$ cat config.mk
export PLATFORM = sky130hd
export DESIGN_NAME = sst_segment_channel
export DESIGN_NICKNAME = d
export VERILOG_FILES = /design/src/design/sst_pkg.sv /design/src/design/sst_segment_channel.sv /design/src/design/sst_us_timer.sv
export SDC_FILE = /design/constraint.sdc
export NUM_CORES = 1
export LEC_CHECK = 0
export BUFFER_PORTS_ARGS = -buffer_cell sky130_fd_sc_hd__buf_2
export CAP_MARGIN = 15
export CORE_MARGIN = 1
export CORE_UTILIZATION = 35
export CTS_CLUSTER_DIAMETER = 40
export CTS_CLUSTER_SIZE = 25
export DETAILED_ROUTE_END_ITERATION = 8
export SYNTH_ARGS = -nofsm -noshare
export SYNTH_HDL_FRONTEND = slang
export SYNTH_SLANG_ARGS = --single-unit
$ cat constraint.sdc
create_clock -name clock -period 18.3 [get_ports clock]
set_input_delay 3.66 -clock clock [delete_from_list [all_inputs] [get_ports clock]]
set_output_delay 3.66 -clock clock [all_outputs]
set_load 0.05 [all_outputs]
$ cat src/design/sst_pkg.sv
// Shared constants and types for the segmented stream channel
package sst_pkg;

  // ---------------------------------------------------------------
  // Register map (byte addresses, one 32-bit word each)
  // ---------------------------------------------------------------
  localparam logic [7:0] ADDR_CTRL = 8'h00;
  localparam logic [7:0] ADDR_STATUS = 8'h04;
  localparam logic [7:0] ADDR_OUT_SEQ = 8'h08;
  localparam logic [7:0] ADDR_OUT_ACK = 8'h0C;
  localparam logic [7:0] ADDR_IN_SEQ = 8'h10;
  localparam logic [7:0] ADDR_IN_ACK = 8'h14;
  localparam logic [7:0] ADDR_DELAY = 8'h18;
  localparam logic [7:0] ADDR_BUSCYC = 8'h1C;
  localparam logic [7:0] ADDR_OUT_WIN0 = 8'h20;
  localparam logic [7:0] ADDR_OUT_WIN1 = 8'h24;
  localparam logic [7:0] ADDR_IN_WIN0 = 8'h28;
  localparam logic [7:0] ADDR_IN_WIN1 = 8'h2C;

  // ---------------------------------------------------------------
  // Field positions
  // ---------------------------------------------------------------
  localparam int CTRL_OUT_SYNC = 0;
  localparam int CTRL_IN_SYNC = 1;
  localparam int CTRL_FWD_EN = 2;
  localparam int CTRL_LARGE = 3;
  localparam int CTRL_PACKED = 4;
  localparam int CTRL_FWD_LIM_LSB = 8;
  localparam int CTRL_IN_SIZE_LSB = 16;
  localparam int CTRL_OUT_SIZE_LSB = 20;
  localparam int ST_OUT_SYNC_ACK = 0;
  localparam int ST_IN_SYNC_ACK = 1;
  localparam int ST_GAP_ERR = 2;
  localparam int ST_DUP_ERR = 3;
  localparam int CB_LAST_BIT = 7;
  localparam int CB_NEXT_BIT = 6;

  // ---------------------------------------------------------------
  // Sizes and values after reset
  // ---------------------------------------------------------------
  localparam int WIN_BYTES = 8;
  localparam logic [3:0] WIN_MAX = 4'h8;
  localparam logic [3:0] WIN_MIN = 4'h2;
  localparam logic [15:0] LARGE_SEG_MAX = 16'h003F;
  localparam logic [7:0] CB_IDLE = 8'h00;
  localparam logic [31:0] CTRL_RESET = 32'h0088_0700;
  localparam logic [15:0] DELAY_RESET = 16'h0000;
  localparam logic [15:0] BUSCYC_RESET = 16'h00C8;
  localparam logic [7:0] SEQ_RESET = 8'h00;

  // ---------------------------------------------------------------
  // Timing
  // ---------------------------------------------------------------
  localparam int CLOCK_HZ = 25_000_000;
  localparam int HZ_PER_MHZ = 1_000_000;
  localparam int CYCLES_PER_US = CLOCK_HZ / HZ_PER_MHZ;
  localparam logic [4:0] US_DIV_LAST = 5'(CYCLES_PER_US - 1);

  // ---------------------------------------------------------------
  // State machines
  // ---------------------------------------------------------------
  typedef enum logic [1:0] {IN_IDLE, IN_FILL, IN_COMMIT} sst_in_state_t;
  typedef enum logic [1:0] {OUT_IDLE, OUT_PARSE, OUT_HOLD} sst_out_state_t;

endpackage

$ cat src/design/sst_segment_channel.sv
// Segmenting stream channel with pipelined sequences, Wishbone slave
// ---------------------------------------------------------------
// Functional notes
// - Large option: segments to 63, spanning windows
// - Long messages split into several segments
// - Control byte sums length, 64, 128 flags
// - Nothing pending: write zero idle control byte
// - Acknowledge sequence only after fully processed
// - Packed option: fill space, set next flag
// - Sequence stages step on bus cycles
// - Forward: up to seven unacknowledged sequences
// - Forward enabled inbound; outbound never allowed
// - Wait pacing delay before next inbound window
// - Pacing delays outbound acks, inbound delivery
// - Count ahead of ack: take data, copy count
// - Window free only within forward limit
// - Move part into window, bump count, repeat
// - Inbound delivered only once acknowledged
// - Default: segment shorter than window, control first
// - Count jump: stop, ignore until retried
// - Repeated ack closes and resyncs channel
// - Last flag ends message; next starts anew
// ---------------------------------------------------------------
//
// Added by the designer: the Wishbone slave port and the register offsets.
module sst_segment_channel import sst_pkg::*; (
  input wire logic clock,
  input wire logic rst_n,
  input wire logic cyc_i,
  input wire logic stb_i,
  input wire logic we_i,
  input wire logic [7:0] adr_i,
  input wire logic [3:0] sel_i,
  input wire logic [31:0] dat_i,
  output logic [31:0] dat_o,
  output logic ack_o,
  input wire logic [7:0] txData,
  input wire logic [15:0] txLength,
  input wire logic txValid,
  output logic txReady,
  output logic [7:0] rxData,
  output logic rxValid,
  output logic rxEnd,
  input wire logic rxReady
);

  // ---------------------------------------------------------------
  // Reset release and microsecond divider
  // ---------------------------------------------------------------
  logic rstStageN, rstLocalN;
  logic [4:0] usCount;
  logic usTick, busTick;

  always_ff @(posedge clock or negedge rst_n) begin
    if (!rst_n) begin
      rstStageN <= 1'b0;
      rstLocalN <= 1'b0;
    end else begin
      rstStageN <= 1'b1;
      rstLocalN <= rstStageN;
    end
  end

  always_ff @(posedge clock or negedge rstLocalN) begin
    if (!rstLocalN) begin
      usCount <= 5'h00;
    end else if (usTick) begin
      usCount <= 5'h00;
    end else begin
      usCount <= usCount + 5'h01;
    end
  end

  assign usTick = (usCount == US_DIV_LAST);

  // ---------------------------------------------------------------
  // Register state
  // ---------------------------------------------------------------
  logic [31:0] ctrlReg;
  logic [15:0] delayUs, busUs;
  logic [7:0] outSeq, outAck, inSeq, inAck;
  logic [7:0] outWin [WIN_BYTES];
  logic [7:0] inWin [WIN_BYTES];
  logic [7:0] inBuild [WIN_BYTES];
  logic [7:0] outShadow [WIN_BYTES];
  logic outSyncAck, inSyncAck, inBlocked, gapErr, dupErr;
  logic wbHit, wbWr, gapHit, dupHit, ackWr;
  logic [31:0] readMux;
  logic [31:0] delayMerge, busMerge;

  assign wbHit = cyc_i && stb_i && !ack_o;
  assign wbWr = wbHit && we_i;

  function automatic logic [31:0] merge(logic [31:0] old, logic [31:0] val,
                                        logic [3:0] sel);
    logic [31:0] res;
    res = old;
    for (int b = 0; b < 4; b++) begin
      if (sel[b]) begin
        res[8*b+:8] = val[8*b+:8];
      end
    end
    return res;
  endfunction

  function automatic logic [3:0] clampSize(logic [3:0] s);
    logic [3:0] r;
    r = s;
    if (s < WIN_MIN) begin
      r = WIN_MIN;
    end else if (s > WIN_MAX) begin
      r = WIN_MAX;
    end
    return r;
  endfunction

  assign delayMerge = merge({16'h0000, delayUs}, dat_i, sel_i);
  assign busMerge = merge({16'h0000, busUs}, dat_i, sel_i);

  always_ff @(posedge clock or negedge rstLocalN) begin
    if (!rstLocalN) begin
      ack_o <= 1'b0;
    end else begin
      ack_o <= wbHit;
    end
  end

  always_ff @(posedge clock or negedge rstLocalN) begin
    if (!rstLocalN) begin
      ctrlReg <= CTRL_RESET;
      delayUs <= DELAY_RESET;
      busUs <= BUSCYC_RESET;
      outSeq <= SEQ_RESET;
      for (int i = 0; i < WIN_BYTES; i++) begin
        outWin[i] <= CB_IDLE;
      end
    end else if (wbWr) begin
      case (adr_i)
        ADDR_CTRL: ctrlReg <= merge(ctrlReg, dat_i, sel_i);
        ADDR_DELAY: delayUs <= delayMerge[15:0];
        ADDR_BUSCYC: busUs <= busMerge[15:0];
        ADDR_OUT_SEQ: if (sel_i[0]) outSeq <= dat_i[7:0];
        ADDR_OUT_WIN0, ADDR_OUT_WIN1: begin
          for (int b = 0; b < 4; b++) begin
            if (sel_i[b]) begin
              outWin[b + (adr_i[2] ? 4 : 0)] <= dat_i[8*b+:8];
            end
          end
        end
        default: ;
      endcase
    end
  end

  always_comb begin
    case (adr_i)
      ADDR_CTRL: readMux = ctrlReg;
      ADDR_STATUS: readMux = {28'h0000000, dupErr, gapErr, inSyncAck, outSyncAck};
      ADDR_OUT_SEQ: readMux = {24'h000000, outSeq};
      ADDR_OUT_ACK: readMux = {24'h000000, outAck};
      ADDR_IN_SEQ: readMux = {24'h000000, inSeq};
      ADDR_IN_ACK: readMux = {24'h000000, inAck};
      ADDR_DELAY: readMux = {16'h0000, delayUs};
      ADDR_BUSCYC: readMux = {16'h0000, busUs};
      ADDR_OUT_WIN0: readMux = {outWin[3], outWin[2], outWin[1], outWin[0]};
      ADDR_OUT_WIN1: readMux = {outWin[7], outWin[6], outWin[5], outWin[4]};
      ADDR_IN_WIN0: readMux = {inWin[3], inWin[2], inWin[1], inWin[0]};
      ADDR_IN_WIN1: readMux = {inWin[7], inWin[6], inWin[5], inWin[4]};
      default: readMux = 32'h00000000;
    endcase
  end

  always_ff @(posedge clock or negedge rstLocalN) begin
    if (!rstLocalN) begin
      dat_o <= 32'h00000000;
    end else if (wbHit && !we_i) begin
      dat_o <= readMux;
    end
  end

  // ---------------------------------------------------------------
  // Sync handshakes and sticky errors
  // ---------------------------------------------------------------
  always_ff @(posedge clock or negedge rstLocalN) begin
    if (!rstLocalN) begin
      outSyncAck <= 1'b0;
    end else begin
      outSyncAck <= ctrlReg[CTRL_OUT_SYNC];
    end
  end

  // Once closed, the channel stays down until the request is withdrawn
  always_ff @(posedge clock or negedge rstLocalN) begin
    if (!rstLocalN) begin
      inSyncAck <= 1'b0;
      inBlocked <= 1'b0;
    end else if (!ctrlReg[CTRL_IN_SYNC]) begin
      inSyncAck <= 1'b0;
      inBlocked <= 1'b0;
    end else if (dupHit) begin
      inSyncAck <= 1'b0;
      inBlocked <= 1'b1;
    end else if (!inBlocked) begin
      inSyncAck <= 1'b1;
    end
  end

  // Set wins over a write-one clear in the same cycle
  always_ff @(posedge clock or negedge rstLocalN) begin
    if (!rstLocalN) begin
      gapErr <= 1'b0;
      dupErr <= 1'b0;
    end else begin
      if (gapHit) begin
        gapErr <= 1'b1;
      end else if (wbWr && adr_i == ADDR_STATUS && sel_i[0] && dat_i[ST_GAP_ERR]) begin
        gapErr <= 1'b0;
      end
      if (dupHit) begin
        dupErr <= 1'b1;
      end else if (wbWr && adr_i == ADDR_STATUS && sel_i[0] && dat_i[ST_DUP_ERR]) begin
        dupErr <= 1'b0;
      end
    end
  end

  // ---------------------------------------------------------------
  // Timers
  // ---------------------------------------------------------------
  logic inDelayStart, inDelayDone, outDelayStart, outDelayDone;

  sst_us_timer busTimer (
    .clock(clock), .rstN(rstLocalN), .start(busTick), .usTick(usTick),
    .count(busUs), .done(busTick)
  );
  sst_us_timer inDelayTimer (
    .clock(clock), .rstN(rstLocalN), .start(inDelayStart), .usTick(usTick),
    .count(delayUs), .done(inDelayDone)
  );
  sst_us_timer outDelayTimer (
    .clock(clock), .rstN(rstLocalN), .start(outDelayStart), .usTick(usTick),
    .count(delayUs), .done(outDelayDone)
  );

  // ---------------------------------------------------------------
  // Inbound acknowledge from the controller
  // ---------------------------------------------------------------
  logic [7:0] fwdLimit, inUnacked;
  logic winFree;

  assign ackWr = wbWr && adr_i == ADDR_IN_ACK && sel_i[0];
  // An ack that moves backwards or past the sent count is a repeat
  assign dupHit = ackWr && inSyncAck &&
                  ((inSeq - dat_i[7:0]) > (inSeq - inAck));
  assign inUnacked = inSeq - inAck;
  assign fwdLimit = (ctrlReg[CTRL_FWD_EN] && ctrlReg[CTRL_FWD_LIM_LSB+:3] != 3'h0) ?
                    {5'h00, ctrlReg[CTRL_FWD_LIM_LSB+:3]} : 8'h01;
  assign winFree = inUnacked < fwdLimit;

  always_ff @(posedge clock or negedge rstLocalN) begin
    if (!rstLocalN) begin
      inAck <= SEQ_RESET;
    end else if (!inSyncAck) begin
      inAck <= SEQ_RESET;
    end else if (ackWr && !dupHit) begin
      inAck <= dat_i[7:0];
    end
  end

  // ---------------------------------------------------------------
  // Inbound transmitter: builds windows from the message stream
  // ---------------------------------------------------------------
  sst_in_state_t inState;
  logic [3:0] inSize, pos;
  logic [5:0] segRem;
  logic [15:0] msgRem, msgLen, segCap, segLen;
  logic [7:0] ctrlByte;
  logic optLarge, optPacked;

  assign optLarge = ctrlReg[CTRL_LARGE];
  assign optPacked = ctrlReg[CTRL_PACKED];
  assign inSize = clampSize(ctrlReg[CTRL_IN_SIZE_LSB+:4]);
  assign msgLen = (msgRem == 16'h0000) ? txLength : msgRem;
  assign segCap = optLarge ? LARGE_SEG_MAX : {12'h000, inSize - pos - 4'h1};
  assign segLen = (msgLen < segCap) ? msgLen : segCap;
  assign ctrlByte = {segLen == msgLen, optPacked, segLen[5:0]};
  assign txReady = (inState == IN_FILL) && segRem != 6'h00 && pos < inSize;

  always_ff @(posedge clock or negedge rstLocalN) begin
    if (!rstLocalN) begin
      inState <= IN_IDLE;
      pos <= 4'h0;
      segRem <= 6'h00;
      msgRem <= 16'h0000;
      inSeq <= SEQ_RESET;
      inDelayStart <= 1'b0;
      for (int i = 0; i < WIN_BYTES; i++) begin
        inWin[i] <= CB_IDLE;
        inBuild[i] <= CB_IDLE;
      end
    end else if (!inSyncAck) begin
      inState <= IN_IDLE;
      segRem <= 6'h00;
      msgRem <= 16'h0000;
      inSeq <= SEQ_RESET;
      inDelayStart <= 1'b0;
    end else begin
      inDelayStart <= 1'b0;
      case (inState)
        IN_IDLE: begin
          // Start gate sees the pacing timer only after it has reloaded
          if (busTick && !inDelayStart && inDelayDone && winFree &&
              (txValid || segRem != 6'h00 || msgRem != 16'h0000)) begin
            for (int i = 0; i < WIN_BYTES; i++) begin
              inBuild[i] <= CB_IDLE;
            end
            pos <= 4'h0;
            inState <= IN_FILL;
          end
        end
        IN_FILL: begin
          if (pos >= inSize) begin
            inState <= IN_COMMIT;
          end else if (segRem == 6'h00) begin
            if (msgRem == 16'h0000 && !txValid) begin
              inBuild[pos[2:0]] <= CB_IDLE;
              inState <= IN_COMMIT;
            end else if (!optLarge && pos == inSize - 4'h1) begin
              inState <= IN_COMMIT;
            end else begin
              inBuild[pos[2:0]] <= ctrlByte;
              segRem <= segLen[5:0];
              msgRem <= msgLen;
              pos <= pos + 4'h1;
            end
          end else if (txValid) begin
            inBuild[pos[2:0]] <= txData;
            pos <= pos + 4'h1;
            segRem <= segRem - 6'h01;
            msgRem <= msgRem - 16'h0001;
            if (segRem == 6'h01 && !optPacked) begin
              inState <= IN_COMMIT;
            end
          end
        end
        IN_COMMIT: begin
          for (int i = 0; i < WIN_BYTES; i++) begin
            inWin[i] <= inBuild[i];
          end
          inSeq <= inSeq + 8'h01;
          inDelayStart <= 1'b1;
          inState <= IN_IDLE;
        end
        default: inState <= IN_IDLE;
      endcase
    end
  end

  // ---------------------------------------------------------------
  // Outbound receiver: parses controller windows into payload bytes
  // ---------------------------------------------------------------
  sst_out_state_t outState;
  logic [3:0] outSize, rdPos;
  logic [5:0] rxSegRem;
  logic rxLastFlag, rxNextFlag;
  logic [7:0] outTaken, outDiff, curByte;

  assign outSize = clampSize(ctrlReg[CTRL_OUT_SIZE_LSB+:4]);
  assign outDiff = outSeq - outAck;
  assign curByte = outShadow[rdPos[2:0]];
  assign gapHit = outSyncAck && busTick && outState == OUT_IDLE &&
                  outDiff > 8'h01;

  always_ff @(posedge clock or negedge rstLocalN) begin
    if (!rstLocalN) begin
      outState <= OUT_IDLE;
      outAck <= SEQ_RESET;
      outTaken <= SEQ_RESET;
      rdPos <= 4'h0;
      rxSegRem <= 6'h00;
      rxLastFlag <= 1'b0;
      rxNextFlag <= 1'b0;
      rxValid <= 1'b0;
      rxData <= 8'h00;
      rxEnd <= 1'b0;
      outDelayStart <= 1'b0;
      for (int i = 0; i < WIN_BYTES; i++) begin
        outShadow[i] <= CB_IDLE;
      end
    end else if (!outSyncAck) begin
      outState <= OUT_IDLE;
      outAck <= SEQ_RESET;
      rxSegRem <= 6'h00;
      rxValid <= 1'b0;
      outDelayStart <= 1'b0;
    end else begin
      outDelayStart <= 1'b0;
      if (rxValid && rxReady) begin
        rxValid <= 1'b0;
      end
      case (outState)
        OUT_IDLE: begin
          // Only the next count in order is taken; a jump waits for a retry
          if (busTick && outDiff == 8'h01) begin
            for (int i = 0; i < WIN_BYTES; i++) begin
              outShadow[i] <= outWin[i];
            end
            outTaken <= outSeq;
            rdPos <= 4'h0;
            outState <= OUT_PARSE;
          end
        end
        OUT_PARSE: begin
          if (!rxValid || rxReady) begin
            if (rdPos >= outSize) begin
              outState <= OUT_HOLD;
              outDelayStart <= 1'b1;
            end else if (rxSegRem == 6'h00) begin
              if (curByte[5:0] == 6'h00) begin
                outState <= OUT_HOLD;
                outDelayStart <= 1'b1;
              end else begin
                rxSegRem <= curByte[5:0];
                rxLastFlag <= curByte[CB_LAST_BIT];
                rxNextFlag <= curByte[CB_NEXT_BIT];
                rdPos <= rdPos + 4'h1;
              end
            end else begin
              rxValid <= 1'b1;
              rxData <= curByte;
              rxEnd <= (rxSegRem == 6'h01) && rxLastFlag;
              rdPos <= rdPos + 4'h1;
              rxSegRem <= rxSegRem - 6'h01;
              if (rxSegRem == 6'h01 && !rxNextFlag) begin
                outState <= OUT_HOLD;
                outDelayStart <= 1'b1;
              end
            end
          end
        end
        OUT_HOLD: begin
          // Last byte must be drained and the pacing delay run out
          if ((!rxValid || rxReady) && !outDelayStart && outDelayDone) begin
            outAck <= outTaken;
            outState <= OUT_IDLE;
          end
        end
        default: outState <= OUT_IDLE;
      endcase
    end
  end

endmodule // sst_segment_channel

$ cat src/design/sst_us_timer.sv
// Microsecond countdown timer used for bus cycle and pacing delays
module sst_us_timer import sst_pkg::*; (
  input wire logic clock,
  input wire logic rstN,
  input wire logic start,
  input wire logic usTick,
  input wire logic [15:0] count,
  output logic done
);

  logic [15:0] remain;

  always_ff @(posedge clock or negedge rstN) begin
    if (!rstN) begin
      remain <= 16'h0000;
    end else if (start) begin
      remain <= count;
    end else if (usTick && remain != 16'h0000) begin
      remain <= remain - 16'h0001;
    end
  end

  assign done = (remain == 16'h0000);

endmodule // sst_us_timer

==> flow_summary.yaml <==
synth:
  yosysWarnings: 0
  yosysUniqueCellTypes: 85
  synth_common_cells: "dfrtp_1 (499), mux2_2 (213), nand2_1 (201), o21ai_0 (150), nor2_1 (143)"
  netlist_area_um2: 24700
  ys_ff_latch: 507
  postSynthNetCount: 2364
  netlist_instances: 2222
  synth_largest_area_cell: "dfrtp_1"
  ys_top_cells_by_area: "dfrtp_1 (50%), mux2_2 (9.7%), ha_1 (3.2%)"
  synthArstFlopShare: 1.00
  synth_top_area_frac: 0.505
  yosysMostFrequentCell: "dfrtp_1"
  ys.flop_type: "dfrtp_1"
  synth-edff-count: 0
  seq_area_frac_synth: 0.513
  avgSynthCellArea_um2: 11.1
detailed_routing:
  drc_errors: 0
  vias: 19018
  wl_per_cell_um: 22.3
  drt_wl_total_mm: 74.8
  route.top_layer_used: "met5"
  dr_wl_met3_mm: 5.73
  ant_nets: 0
  drt_iter0_drc: 1779
  via_per_inst: 5.67
  detail_route.first_pass.iterations: 5
  met1Wirelength_mm: 33.4
  wl_met2_mm: 33.4
die:
  die_h_um: 268
  core_um2: 70000
  fp.dieW_um: 268
  die_area_um2: 71700
  start_util: 0.353
  io_pins: 119
  num_rows: 97
power_and_ir_drop:
  clock_power_share: 0.558
  p_int_mw: 2.23
  p_leak_nw: 13.1
  power_density_nw_per_um2: 100
  p_switching_uw: 693
  seq_power_share: 0.396
  irDropWorstVdd_mv: 0.0636
  swShare: 0.237
  pwr-share-comb: 0.046
critical_path:
  cp_cell_sequence: "clkinv_1 -> ha_1 -> nor2b_1 -> o21a_1 -> o21ai_0 -> nand2_1 -> nor2_1 -> buf_2"
  startpoint_type: "flip-flop"
  path_max_fanout: 13
  slowest_delay_ns: 0.68
  worst-setup-path-type: "flip-flop to primary output"
  endpoint_kind: "primary output"
  cpMaxStageDelayCell: "dfrtp_1"
  worstPathArrival_ns: 3.33
  required_ns: 14.64
sta:
  slew_violations: 0
  finalClockSkew_ns: 0.0249
  setup_violations: 0
  min_period_ns: 6.99
  clock.fmax_mhz: 143
  slew_headroom: 0.234
  hold_violations: 0
  tightest_slew_ns: 1.15
  finalSetupTns_ns: 0
  rsz0062_at_grt: "no"
  timing.hold.ws_ns: 0.347
  period_share: 0.382
finish:
  final_nets: 2488
  area_growth_pct: 18.2
  post-route-util: 0.417
  final_layout_size_suffix_gt1_frac: 0.230
  design_area_um2: 29200
cts:
  cts_buffers: 84
  cts_tree: "done"
  hold_buffers: 0
  cts-htree-levels: 3
  postCtsSetupBuffers: 0
  cts-resized-gates: 0
  clockBufferDepth: 3
  cts-root-buf: "clkbuf_16"
  path_clk_slew_ns: 0.05
  clk_latency_ns: 0.63
  cts_num_sinks: 507
global_routing:
  grt_util_all_layers: 0.211
  antenna_found_initial: 7
  grt_max_degree: 76
  grt_pass1_wl_mm: 115
  globalRouteOverflowTotal: 0
  grt_pass1_vias: 18873
placed_design:
  dpl.hpwl_mm: 54.1
  globalplace.congestion: 0.905
  dpl_cell_area_um2: 26300
  port_buffers: 118
hold_path:
  worstHoldPathType: "flip-flop to flip-flop"
outcome:
  status: "completed"
job:
  max_cap_violations: 0
[layout by cell type (no fill, tap or decap), types with 28 or more instances in the layout]
cell and n:
a21oi_1 56, a22o_1 48, a31oi_1 43, inv_1 72
nor3_1 35, nor2_1 140, mux2_1 37, o2bb2ai_1 36
dfrtp_1 498, clkbuf_16 86, ha_1 63, nand2_1 200
xnor2_1 43, nor2b_1 28, a22oi_1 40, buf_2 118
o21ai_0 150, mux2_2 213, nand3_1 43
[state kept, by name, indices dropped and copies added (netlist names), 32 cells and up]
signal,flops
ctrlReg,32
inBuild,64
outShadow,64
inWin,64
dat_o,32
outWin,64
[critical path, delay by kind of cell, from the launching register on]
kind                       cells  cell delay, ns
AOI/OAI and AO/OA              2            0.44
adders and majority gates      1            0.45
buffers and inverters          2            0.76
DFF                            1            0.68
and+or+nand+nor                3            0.38
[per-layer routing]
| layer | track usage | up-vias |
|---|---|---|
| met1 | 0.299 | 9728 |
| li1 | - | 8433 |
| met2 | 0.319 | 709 |
| met4 | 0.0683 | 6 |
| met5 | 0 | - |
| met3 | 0.0458 | 142 |
[metrics by stage]
step,worst slack (ns),cells,power (mW)
2_1_floorplan,3.14,2222,1.26
3_3_place_gp,11.24,3199,1.31
3_5_place_dp,11.17,3199,1.31
4_1_cts,11.31,3354,2.94
5_1_grt,11.06,3355,3.01
6_report,11.31,3357,2.92
[area by class of cell]
class	count	area, um^2
Antenna cell	2	5.00
Clock buffer	112	2380
Clock inverter	43	563
Fill cell	6591	40800
Inverter	75	282
Multi-Input combinational cell	1534	11300
Sequential cell	507	12700
Tap cell	940	1180
Timing Repair Buffer	144	786
[logic make-up after synthesis]
family	after synthesis	share of synthesized area
AND/OR/NAND/NOR	584	0.113
buffers and inverters	181	0.0295
flip-flops	507	0.513
AO/OA/AOI/OAI	525	0.147
XOR/XNOR	69	0.0244
other	1	0.000152
multiplexers	288	0.137
adder cells (fa/ha/maj)	67	0.0351
[final timing paths]
kind                       startpoint          end  slack (ns)  cells past startpoint
hold / removal              rstStageN    rstLocalN        0.35                      0
min in group asynchronous   rstLocalN    dat_o[29]        0.44                      0
setup / recovery               pos[1]      txReady       11.31                      8
setup reg to reg            msgRem[7]  inBuild[44]       13.19                     12
max in group asynchronous       rst_n    rstLocalN       15.36                      1
hold reg to reg             rstStageN    rstLocalN        0.35                      0
[power by group through the flow]
stage	sequential [mW]	clock [mW]	combinational [mW]
6_report	1.16	1.63	0.135
3_5_place_dp	1.18	0	0.135
2_1_floorplan	1.23	0	0.0313
3_3_place_gp	1.17	0	0.133
4_1_cts	1.16	1.65	0.136
5_1_grt	1.16	1.70	0.146
Note: power is estimated with default switching activity, not from simulation.
